**src/common/trs_pkg.sv**
```systemverilog
// package: shared constants, states and carriers of the trace record store
package trs_pkg;
    // buffer-management area field offsets from the save area pointer
    localparam logic [31:0] TRS_OFS_BR_BASE = 32'h0000_0000;
    localparam logic [31:0] TRS_OFS_BR_IDX = 32'h0000_0004;
    localparam logic [31:0] TRS_OFS_BR_MAX = 32'h0000_0008;
    localparam logic [31:0] TRS_OFS_BR_THR = 32'h0000_000C;
    localparam logic [31:0] TRS_OFS_SM_BASE = 32'h0000_0010;
    localparam logic [31:0] TRS_OFS_SM_IDX = 32'h0000_0014;
    localparam logic [31:0] TRS_OFS_SM_MAX = 32'h0000_0018;
    localparam logic [31:0] TRS_OFS_SM_THR = 32'h0000_001C;
    localparam logic [31:0] TRS_OFS_RLD_LO = 32'h0000_0020;
    localparam logic [31:0] TRS_OFS_RLD_HI = 32'h0000_0024;
    // record geometry
    localparam logic [31:0] TRS_BR_REC_BYTES = 32'h0000_000C;
    localparam logic [31:0] TRS_SM_REC_BYTES = 32'h0000_0028;
    localparam logic [3:0] TRS_BR_WORDS = 4'h3;
    localparam logic [3:0] TRS_SM_WORDS = 4'hA;
    localparam int TRS_REC_MAX_WORDS = 10;
    localparam int TRS_PRED_BIT = 4;
    localparam int TRS_RELOAD_W = 40;
    // sampling record word slots (byte offset / 4)
    localparam logic [3:0] TRS_SM_FLAGS_W = 4'h0;
    localparam logic [3:0] TRS_SM_LIP_W = 4'h1;
    localparam logic [3:0] TRS_SM_GPR0_W = 4'h2;
    localparam logic [3:0] TRS_SM_SP_W = 4'h9;
    // reset value and fixed absent-flag values
    localparam logic TRS_REC_EN_RST = 1'b0;
    localparam logic TRS_BR_ABSENT = 1'b0;
    localparam logic TRS_SM_ABSENT = 1'b0;

    typedef enum logic [2:0] {
        TRS_IDLE = 3'b000,
        TRS_RD_IDX = 3'b001,
        TRS_RD_MAX = 3'b010,
        TRS_RD_THR = 3'b011,
        TRS_WR_REC = 3'b100,
        TRS_WR_IDX = 3'b101,
        TRS_RD_RLO = 3'b110,
        TRS_RD_RHI = 3'b111
    } trs_state_t;

    typedef struct packed {
        logic we;
        logic [31:0] addr;
        logic [31:0] wdata;
    } trs_mem_req_t;

    typedef struct packed {
        logic [31:0] from_lin;
        logic [31:0] to_lin;
        logic predicted;
    } trs_branch_t;

    typedef struct packed {
        logic [31:0] flags;
        logic [31:0] lin_ip;
        logic [7:0][31:0] gpr;
        logic [4:0] ctr_id;
    } trs_sample_t;
endpackage

```
**src/core/trs_store.sv**
```systemverilog
// trace record store: writes branch and sampling records to memory
`timescale 1ns/10ps
// Function
// - entering system management mode stops all record writes.
// - machine check disables recording; reset and init clear the enable.
// - real address mode does not suppress recording.
// - two read-only flags report branch or sampling storing absent.
// - management area located by the save area pointer.
// - branch index gives next branch record address; device writes there.
// - interrupt when the branch record at threshold address is written.
// - sampling index gives next sampling record address; written there.
// - interrupt when the sampling record at threshold is written.
// - after a sampling record, overflowed counter reloads 40-bit value.
// - branch record is twelve bytes: source and target linear address.
// - bit four of third branch field marks predicted branch.
// - sampling record: flags, linear_instruction_pointer, eight registers to 24H.
// - sampled registers taken as presented at instruction start.
// - ip field holds instruction pointer as a linear address.
// - branch enable set: record every taken branch, interrupt, exception.
// - counter overflow in sampling mode stores a record, then reloads.
module trs_store
    import trs_pkg::*;
(
    input wire logic i_ref_clk,
    input wire logic i_rst,
    input wire logic i_init,
    input wire logic i_machine_check,
    input wire logic i_system_management_mode,
    input wire logic i_record_arm,
    input wire logic i_branch_trace_en,
    input wire logic [31:0] i_save_area_pointer,
    input wire logic i_branch_valid,
    input wire trs_branch_t i_branch,
    output logic o_branch_ready,
    input wire logic i_sample_valid,
    input wire trs_sample_t i_sample,
    output logic o_sample_ready,
    output logic o_mem_valid,
    output trs_mem_req_t o_mem_req,
    input wire logic i_mem_ack,
    input wire logic [31:0] i_mem_rdata,
    output logic o_reload_valid,
    output logic [4:0] o_reload_ctr,
    output logic [TRS_RELOAD_W-1:0] o_reload_value,
    output logic o_perf_monitor_interrupt,
    output logic o_branch_full,
    output logic o_sample_full,
    output logic o_recording_en,
    output logic o_branch_trace_absent_flag,
    output logic o_event_sampling_absent_flag
);
    ////////////////////////////////////////////////////////////////////////
    // state
    trs_state_t state_q, state_d;
    logic rec_en_q, rec_en_d;
    logic is_sm_q, is_sm_d;
    logic [3:0] wcnt_q, wcnt_d;
    logic [31:0] idx_q, idx_d;
    logic [31:0] thr_q, thr_d;
    logic [31:0] rld_lo_q, rld_lo_d;
    logic [31:0] rec_q [TRS_REC_MAX_WORDS];
    logic [31:0] rec_d [TRS_REC_MAX_WORDS];
    logic [4:0] ctr_q, ctr_d;
    logic br_full_q, br_full_d;
    logic sm_full_q, sm_full_d;
    logic pmi_q, pmi_d;
    logic rld_v_q, rld_v_d;
    logic [TRS_RELOAD_W-1:0] rld_q, rld_d;
    logic kill, active, take_sm, take_br, hs;
    logic [3:0] last_w;
    logic [31:0] rec_size;

    ////////////////////////////////////////////////////////////////////////
    // gating and request decode
    // real address mode is deliberately not among the gates
    assign kill = i_init | i_machine_check | i_system_management_mode;
    assign active = rec_en_q & ~kill;
    assign take_sm = active & i_sample_valid & ~TRS_SM_ABSENT;
    assign take_br = active & i_branch_valid & i_branch_trace_en
        & ~TRS_BR_ABSENT & ~i_sample_valid;
    assign o_sample_ready = (state_q == TRS_IDLE) & active & ~TRS_SM_ABSENT;
    assign o_branch_ready = (state_q == TRS_IDLE) & active
        & i_branch_trace_en & ~TRS_BR_ABSENT & ~i_sample_valid;
    assign last_w = is_sm_q ? TRS_SM_WORDS - 4'h1 : TRS_BR_WORDS - 4'h1;
    assign rec_size = is_sm_q ? TRS_SM_REC_BYTES : TRS_BR_REC_BYTES;
    assign o_mem_valid = (state_q != TRS_IDLE) & ~kill;
    assign hs = o_mem_valid & i_mem_ack;

    always_comb begin
        o_mem_req = '0;
        unique case (state_q)
            TRS_IDLE: begin
                o_mem_req = '0;
            end
            TRS_RD_IDX: begin
                o_mem_req.addr = i_save_area_pointer
                    + (is_sm_q ? TRS_OFS_SM_IDX : TRS_OFS_BR_IDX);
            end
            TRS_RD_MAX: begin
                o_mem_req.addr = i_save_area_pointer
                    + (is_sm_q ? TRS_OFS_SM_MAX : TRS_OFS_BR_MAX);
            end
            TRS_RD_THR: begin
                o_mem_req.addr = i_save_area_pointer
                    + (is_sm_q ? TRS_OFS_SM_THR : TRS_OFS_BR_THR);
            end
            TRS_WR_REC: begin
                o_mem_req.we = 1'b1;
                o_mem_req.addr = idx_q + {26'h0, wcnt_q, 2'b00};
                o_mem_req.wdata = rec_q[wcnt_q];
            end
            TRS_WR_IDX: begin
                o_mem_req.we = 1'b1;
                o_mem_req.addr = i_save_area_pointer
                    + (is_sm_q ? TRS_OFS_SM_IDX : TRS_OFS_BR_IDX);
                o_mem_req.wdata = idx_q + rec_size;
            end
            TRS_RD_RLO: begin
                o_mem_req.addr = i_save_area_pointer + TRS_OFS_RLD_LO;
            end
            TRS_RD_RHI: begin
                o_mem_req.addr = i_save_area_pointer + TRS_OFS_RLD_HI;
            end
        endcase
    end

    ////////////////////////////////////////////////////////////////////////
    // next state
    always_comb begin
        state_d = state_q;
        rec_en_d = rec_en_q;
        is_sm_d = is_sm_q;
        wcnt_d = wcnt_q;
        idx_d = idx_q;
        thr_d = thr_q;
        rld_lo_d = rld_lo_q;
        rec_d = rec_q;
        ctr_d = ctr_q;
        br_full_d = br_full_q;
        sm_full_d = sm_full_q;
        pmi_d = 1'b0;
        rld_v_d = 1'b0;
        rld_d = rld_q;
        if (i_record_arm) begin
            rec_en_d = 1'b1;
        end
        if (i_init | i_machine_check) begin
            rec_en_d = 1'b0;
        end
        if (kill) begin
            state_d = TRS_IDLE;
        end else begin
            unique case (state_q)
                TRS_IDLE: begin
                    wcnt_d = 4'h0;
                    if (take_sm) begin
                        is_sm_d = 1'b1;
                        ctr_d = i_sample.ctr_id;
                        rec_d[TRS_SM_FLAGS_W] = i_sample.flags;
                        rec_d[TRS_SM_LIP_W] = i_sample.lin_ip;
                        for (int g = 0; g < 8; g++) begin
                            rec_d[int'(TRS_SM_GPR0_W) + g] =
                                i_sample.gpr[7 - g];
                        end
                        state_d = TRS_RD_IDX;
                    end else if (take_br) begin
                        is_sm_d = 1'b0;
                        rec_d[0] = i_branch.from_lin;
                        rec_d[1] = i_branch.to_lin;
                        rec_d[2] = '0;
                        rec_d[2][TRS_PRED_BIT] = i_branch.predicted;
                        state_d = TRS_RD_IDX;
                    end
                end
                TRS_RD_IDX: begin
                    if (hs) begin
                        idx_d = i_mem_rdata;
                        state_d = TRS_RD_MAX;
                    end
                end
                TRS_RD_MAX: begin
                    if (hs) begin
                        if (idx_q >= i_mem_rdata) begin
                            br_full_d = br_full_q | ~is_sm_q;
                            sm_full_d = sm_full_q | is_sm_q;
                            state_d = TRS_IDLE;
                        end else begin
                            state_d = TRS_RD_THR;
                        end
                    end
                end
                TRS_RD_THR: begin
                    if (hs) begin
                        thr_d = i_mem_rdata;
                        state_d = TRS_WR_REC;
                    end
                end
                TRS_WR_REC: begin
                    if (hs) begin
                        wcnt_d = wcnt_q + 4'h1;
                        if (wcnt_q == last_w) begin
                            state_d = TRS_WR_IDX;
                        end
                    end
                end
                TRS_WR_IDX: begin
                    if (hs) begin
                        pmi_d = (idx_q == thr_q);
                        br_full_d = br_full_q & is_sm_q;
                        sm_full_d = sm_full_q & ~is_sm_q;
                        state_d = is_sm_q ? TRS_RD_RLO : TRS_IDLE;
                    end
                end
                TRS_RD_RLO: begin
                    if (hs) begin
                        rld_lo_d = i_mem_rdata;
                        state_d = TRS_RD_RHI;
                    end
                end
                TRS_RD_RHI: begin
                    if (hs) begin
                        rld_d = {i_mem_rdata[7:0], rld_lo_q};
                        rld_v_d = 1'b1;
                        state_d = TRS_IDLE;
                    end
                end
            endcase
        end
    end

    ////////////////////////////////////////////////////////////////////////
    // registers
    always_ff @(posedge i_ref_clk or posedge i_rst) begin
        if (i_rst) begin
            state_q <= TRS_IDLE;
            rec_en_q <= TRS_REC_EN_RST;
            is_sm_q <= 1'b0;
            wcnt_q <= 4'h0;
            idx_q <= '0;
            thr_q <= '0;
            rld_lo_q <= '0;
            for (int i = 0; i < TRS_REC_MAX_WORDS; i++) begin
                rec_q[i] <= '0;
            end
            ctr_q <= '0;
            br_full_q <= 1'b0;
            sm_full_q <= 1'b0;
            pmi_q <= 1'b0;
            rld_v_q <= 1'b0;
            rld_q <= '0;
        end else begin
            state_q <= state_d;
            rec_en_q <= rec_en_d;
            is_sm_q <= is_sm_d;
            wcnt_q <= wcnt_d;
            idx_q <= idx_d;
            thr_q <= thr_d;
            rld_lo_q <= rld_lo_d;
            rec_q <= rec_d;
            ctr_q <= ctr_d;
            br_full_q <= br_full_d;
            sm_full_q <= sm_full_d;
            pmi_q <= pmi_d;
            rld_v_q <= rld_v_d;
            rld_q <= rld_d;
        end
    end

    assign o_reload_valid = rld_v_q;
    assign o_reload_ctr = ctr_q;
    assign o_reload_value = rld_q;
    assign o_perf_monitor_interrupt = pmi_q;
    assign o_branch_full = br_full_q;
    assign o_sample_full = sm_full_q;
    assign o_recording_en = rec_en_q;
    assign o_branch_trace_absent_flag = TRS_BR_ABSENT;
    assign o_event_sampling_absent_flag = TRS_SM_ABSENT;
endmodule

```
**config.mk**
```make
export PLATFORM = sky130hd
export DESIGN_NAME = trs_store
export DESIGN_NICKNAME = d
export VERILOG_FILES = /design/src/common/trs_pkg.sv /design/src/core/trs_store.sv
export SDC_FILE = /design/constraint.sdc
export NUM_CORES = 2
export LEC_CHECK = 0
export ABC_AREA = 1
export BUFFER_PORTS_ARGS = -buffer_cell sky130_fd_sc_hd__buf_2
export CELL_PAD_IN_SITES_DETAIL_PLACEMENT = 0
export CELL_PAD_IN_SITES_GLOBAL_PLACEMENT = 1
export CORE_ASPECT_RATIO = 1.2
export CORE_MARGIN = 2
export CORE_UTILIZATION = 41
export DETAILED_ROUTE_END_ITERATION = 16
export PLACE_DENSITY = 0.87
export SETUP_SLACK_MARGIN = 0.5
export SLEW_MARGIN = 10
export SYNTH_ARGS = -nofsm -noshare
export SYNTH_HDL_FRONTEND = slang
export SYNTH_SLANG_ARGS = --single-unit
```
**constraint.sdc**
```tcl
create_clock -name i_ref_clk -period 16.1 [get_ports i_ref_clk]
set_input_delay 1.61 -clock i_ref_clk [delete_from_list [all_inputs] [get_ports i_ref_clk]]
set_output_delay 1.61 -clock i_ref_clk [all_outputs]
set_load 0.01 [all_outputs]
```
==> metrics.csv <==
metric,value,unit
total negative setup slack,0,ns
Post-Syn Area,26200,um^2
total track usage,30.2,%
vias in the first global route,23200,
Rel. slew slack,23.6,%
Cell variety after synth,50,
DRC,0,
crit-path max cell delay,0.84,ns
Post-CTS Setup Inserts,0,
Initial Utilization,41.4,%
vias,23600,
dpl cells,4314,
root buffer cell,clkbuf_16,
clock skew,0.0205,ns
CP Data Arrival Time,4.51,ns
grt total ovfl,0,
Clock H-tree levels,2,
RSZ-0062 raised after global routing,no,
TritonCTS clock tree,yes,
reg2reg setup slack,12.59,ns
HP Start,o_reload_value[24],
critical path required time,14.49,ns
GPL Wtd Cong,0.954,
Worst Reg-to-Reg Cells,9,
DP Area,29500,um^2
Post-CTS Hold Buffers,0,
area delta synth->final,19.8,%
clock sink count,474,
pin count of the biggest net entering global routing,143,
static leakage,16.4,nW
Worst R2R End,rec_q[167],
Pins Over Slew Limit,0,
insertion delay to the later sink of the worst-skew pair,0.62,ns
CP cell instances,buf_4 > buf_4 > a21oi_1 > o21ai_0 > nand3_1 > o211ai_1 > o21ai_0 > nand2_1 > o21ai_0 > buf_2,
"commonest non-fill, non-tap cell in the layout",nand2_1,
worst min path class,reg -> reg,
Min-Delay Endpoint,o_reload_value[24],
share of layout cells above drive strength 1,24.2,%
Crit path top cell by count,o21ai_0,
drt first pass iters,5,
final worst path period need,6.12,ns
async set-reset flop share out of synthesis,100,%
Max-cap violations,0,
prevailing post-synth register cell,dfrtp_1,
design area,31400,um^2
die width,235,um
cell row count,101,
critical path type,reg -> out,
global-route wire length before repair,150000,um
cell count after synthesis,3065,
most frequent cells in the layout,"nand2_1, buf_2, dfrtp_1, o21ai_0, inv_1",
DR WL/cell,23.1,um
port bufs,581,
synthesized flop and latch total,474,
Critical Path Source Type,register,
RR Startpoint,state_q[0],
fin crit share,38.0,%
core area,63300,um^2
kind of end point of the critical path,primary output,
PostCTS Resize Cnt,0,
Max Freq,0.163,GHz
IO Pins,584,
final hold violations,0,
initial antenna violation count,10,
die height,281,um
VDD IR max,0.0699,mV
Clock transition at path regs,0.06,ns
status,completed,
Mapped Avg Cell Area,8.56,um^2
Slowest cell on crit path,buf_4,
initial drt markers,2211,
hold path cells,2,
hold_ws,0.463,ns
Pwr Density,102,nW/um^2
fin cells,4414,
worst-margin pin slew,1.14,ns
Die Area,66000,um^2
DP Wirelength,78000,um
Via density,5.36,
critical path peak fanout,98,
Max clock buf depth,3,
yosys warns,0,
register area share after synthesis,45.2,%
final wirelength,102000,um
Final #Nets,4055,
Detail Route Antenna Nets,0,
# setup viols final,0,
Num CTS Buffers,52,
"EDFF count, synth",0,
==> through the flow <==
stage / util, % / setup WS [ns] / power, W
after floorplan: - / 1.27 / 0.00167
after global placement: 46.6 / 10.57 / 0.00187
after detailed placement: 46.6 / 10.53 / 0.00188
after CTS: 49.6 / 10.11 / 0.00321
after global routing: 49.6 / 9.80 / 0.00332
final: 49.6 / 9.98 / 0.00319
==> how the worst max path moves through the flow <==
stage	cells after the start	slack [ns]	to	startpoint
4_1_cts	10	10.11	o_mem_req[9]	wcnt_q[0]
5_1_grt	10	9.80	o_mem_req[9]	wcnt_q[0]
3_3_place_gp	16	10.57	o_mem_req[54]	i_save_area_pointer[2]
3_5_place_dp	16	10.53	o_mem_req[54]	i_save_area_pointer[2]
2_1_floorplan	1	1.27	asynchronous set/reset pin	i_rst
6_report	10	9.98	o_mem_req[9]	wcnt_q[0]
==> per-layer routing <==
| layer | track usage (%) | vias to the layer above | wire length, um |
|---|---|---|---|
| met4 | 11.1 | 14 | 4080 |
| met2 | 52.4 | 879 | 50800 |
| met3 | 5.00 | 174 | 6250 |
| met5 | 0 | - | 92 |
| met1 | 37.8 | 11300 | 40600 |
| li1 | - | 11300 | - |
==> final cells by class <==
type	count	area, um^2
Timing Repair Buffer	608	3120
Multi-Input combinational cell	2125	12400
Tap cell	824	1030
Fill cell	6132	31900
Clock inverter	26	432
Clock buffer	68	1470
Sequential cell	474	11900
Antenna cell	6	15.0
Inverter	283	1070
==> synth_stat cells, types with 7 or more instances <==
| cell type | n | area [um^2] |
|---|---|---|
| o21ai_0 | 402 | 2010 |
| nand3_1 | 187 | 936 |
| clkbuf_1 | 101 | 379 |
| nand4_1 | 20 | 125 |
| a21oi_1 | 191 | 956 |
| xor2_1 | 11 | 96.3 |
| o211ai_1 | 78 | 586 |
| mux2_4 | 135 | 2030 |
| ha_1 | 45 | 563 |
| mux2i_1 | 76 | 761 |
| buf_2 | 39 | 195 |
| buf_6 | 26 | 293 |
| inv_1 | 275 | 1030 |
| nor2_1 | 220 | 826 |
| nand2_1 | 616 | 2310 |
| a32o_1 | 29 | 290 |
| nor4_1 | 9 | 56.3 |
| buf_1 | 15 | 56.3 |
| o22ai_1 | 8 | 50.1 |
| a21oi_2 | 7 | 61.3 |
| dfrtp_1 | 474 | 11900 |
| xnor2_1 | 14 | 123 |
| nor3_1 | 23 | 115 |
==> cell families after synthesis <==
| logic type | Yosys count | synth area share [%] |
|---|---|---|
| AND/OR/NAND/NOR | 1093 | 17.2 |
| adder cells (fa/ha/maj) | 47 | 2.30 |
| other | 1 | 0.0143 |
| XOR/XNOR | 25 | 0.835 |
| multiplexers | 217 | 10.9 |
| flip-flops | 474 | 45.2 |
| buffers and inverters | 467 | 7.65 |
| AO/OA/AOI/OAI | 741 | 15.9 |
==> power breakdown <==
group          internal (W)  total [W]  switching (W)
clock              0.000806    0.00133       0.000524
combinational      0.000200   0.000442       0.000241
sequential          0.00133    0.00142      0.0000850
==> sequential cells by signal, summed over array words and instances (netlist names), named ones only <==
signal / cells
idx_q: 32
rec_q: 320
rld_lo_q: 32
thr_q: 32
o_recording_en: 1
state_q: 3
wcnt_q: 4
is_sm_q: 1
o_reload_ctr: 5
o_reload_valid: 1
o_perf_monitor_interrupt: 1
o_reload_value: 40
==> critical path, delay by kind of cell, from the launching register on <==
family / cells / cell delay (ns)
DFF: 1 / 0.74
AOI/OAI and AO/OA: 5 / 0.92
and+or+nand+nor: 2 / 0.23
buffers and inverters: 3 / 1.87
(Power assumes the default switching activity.)
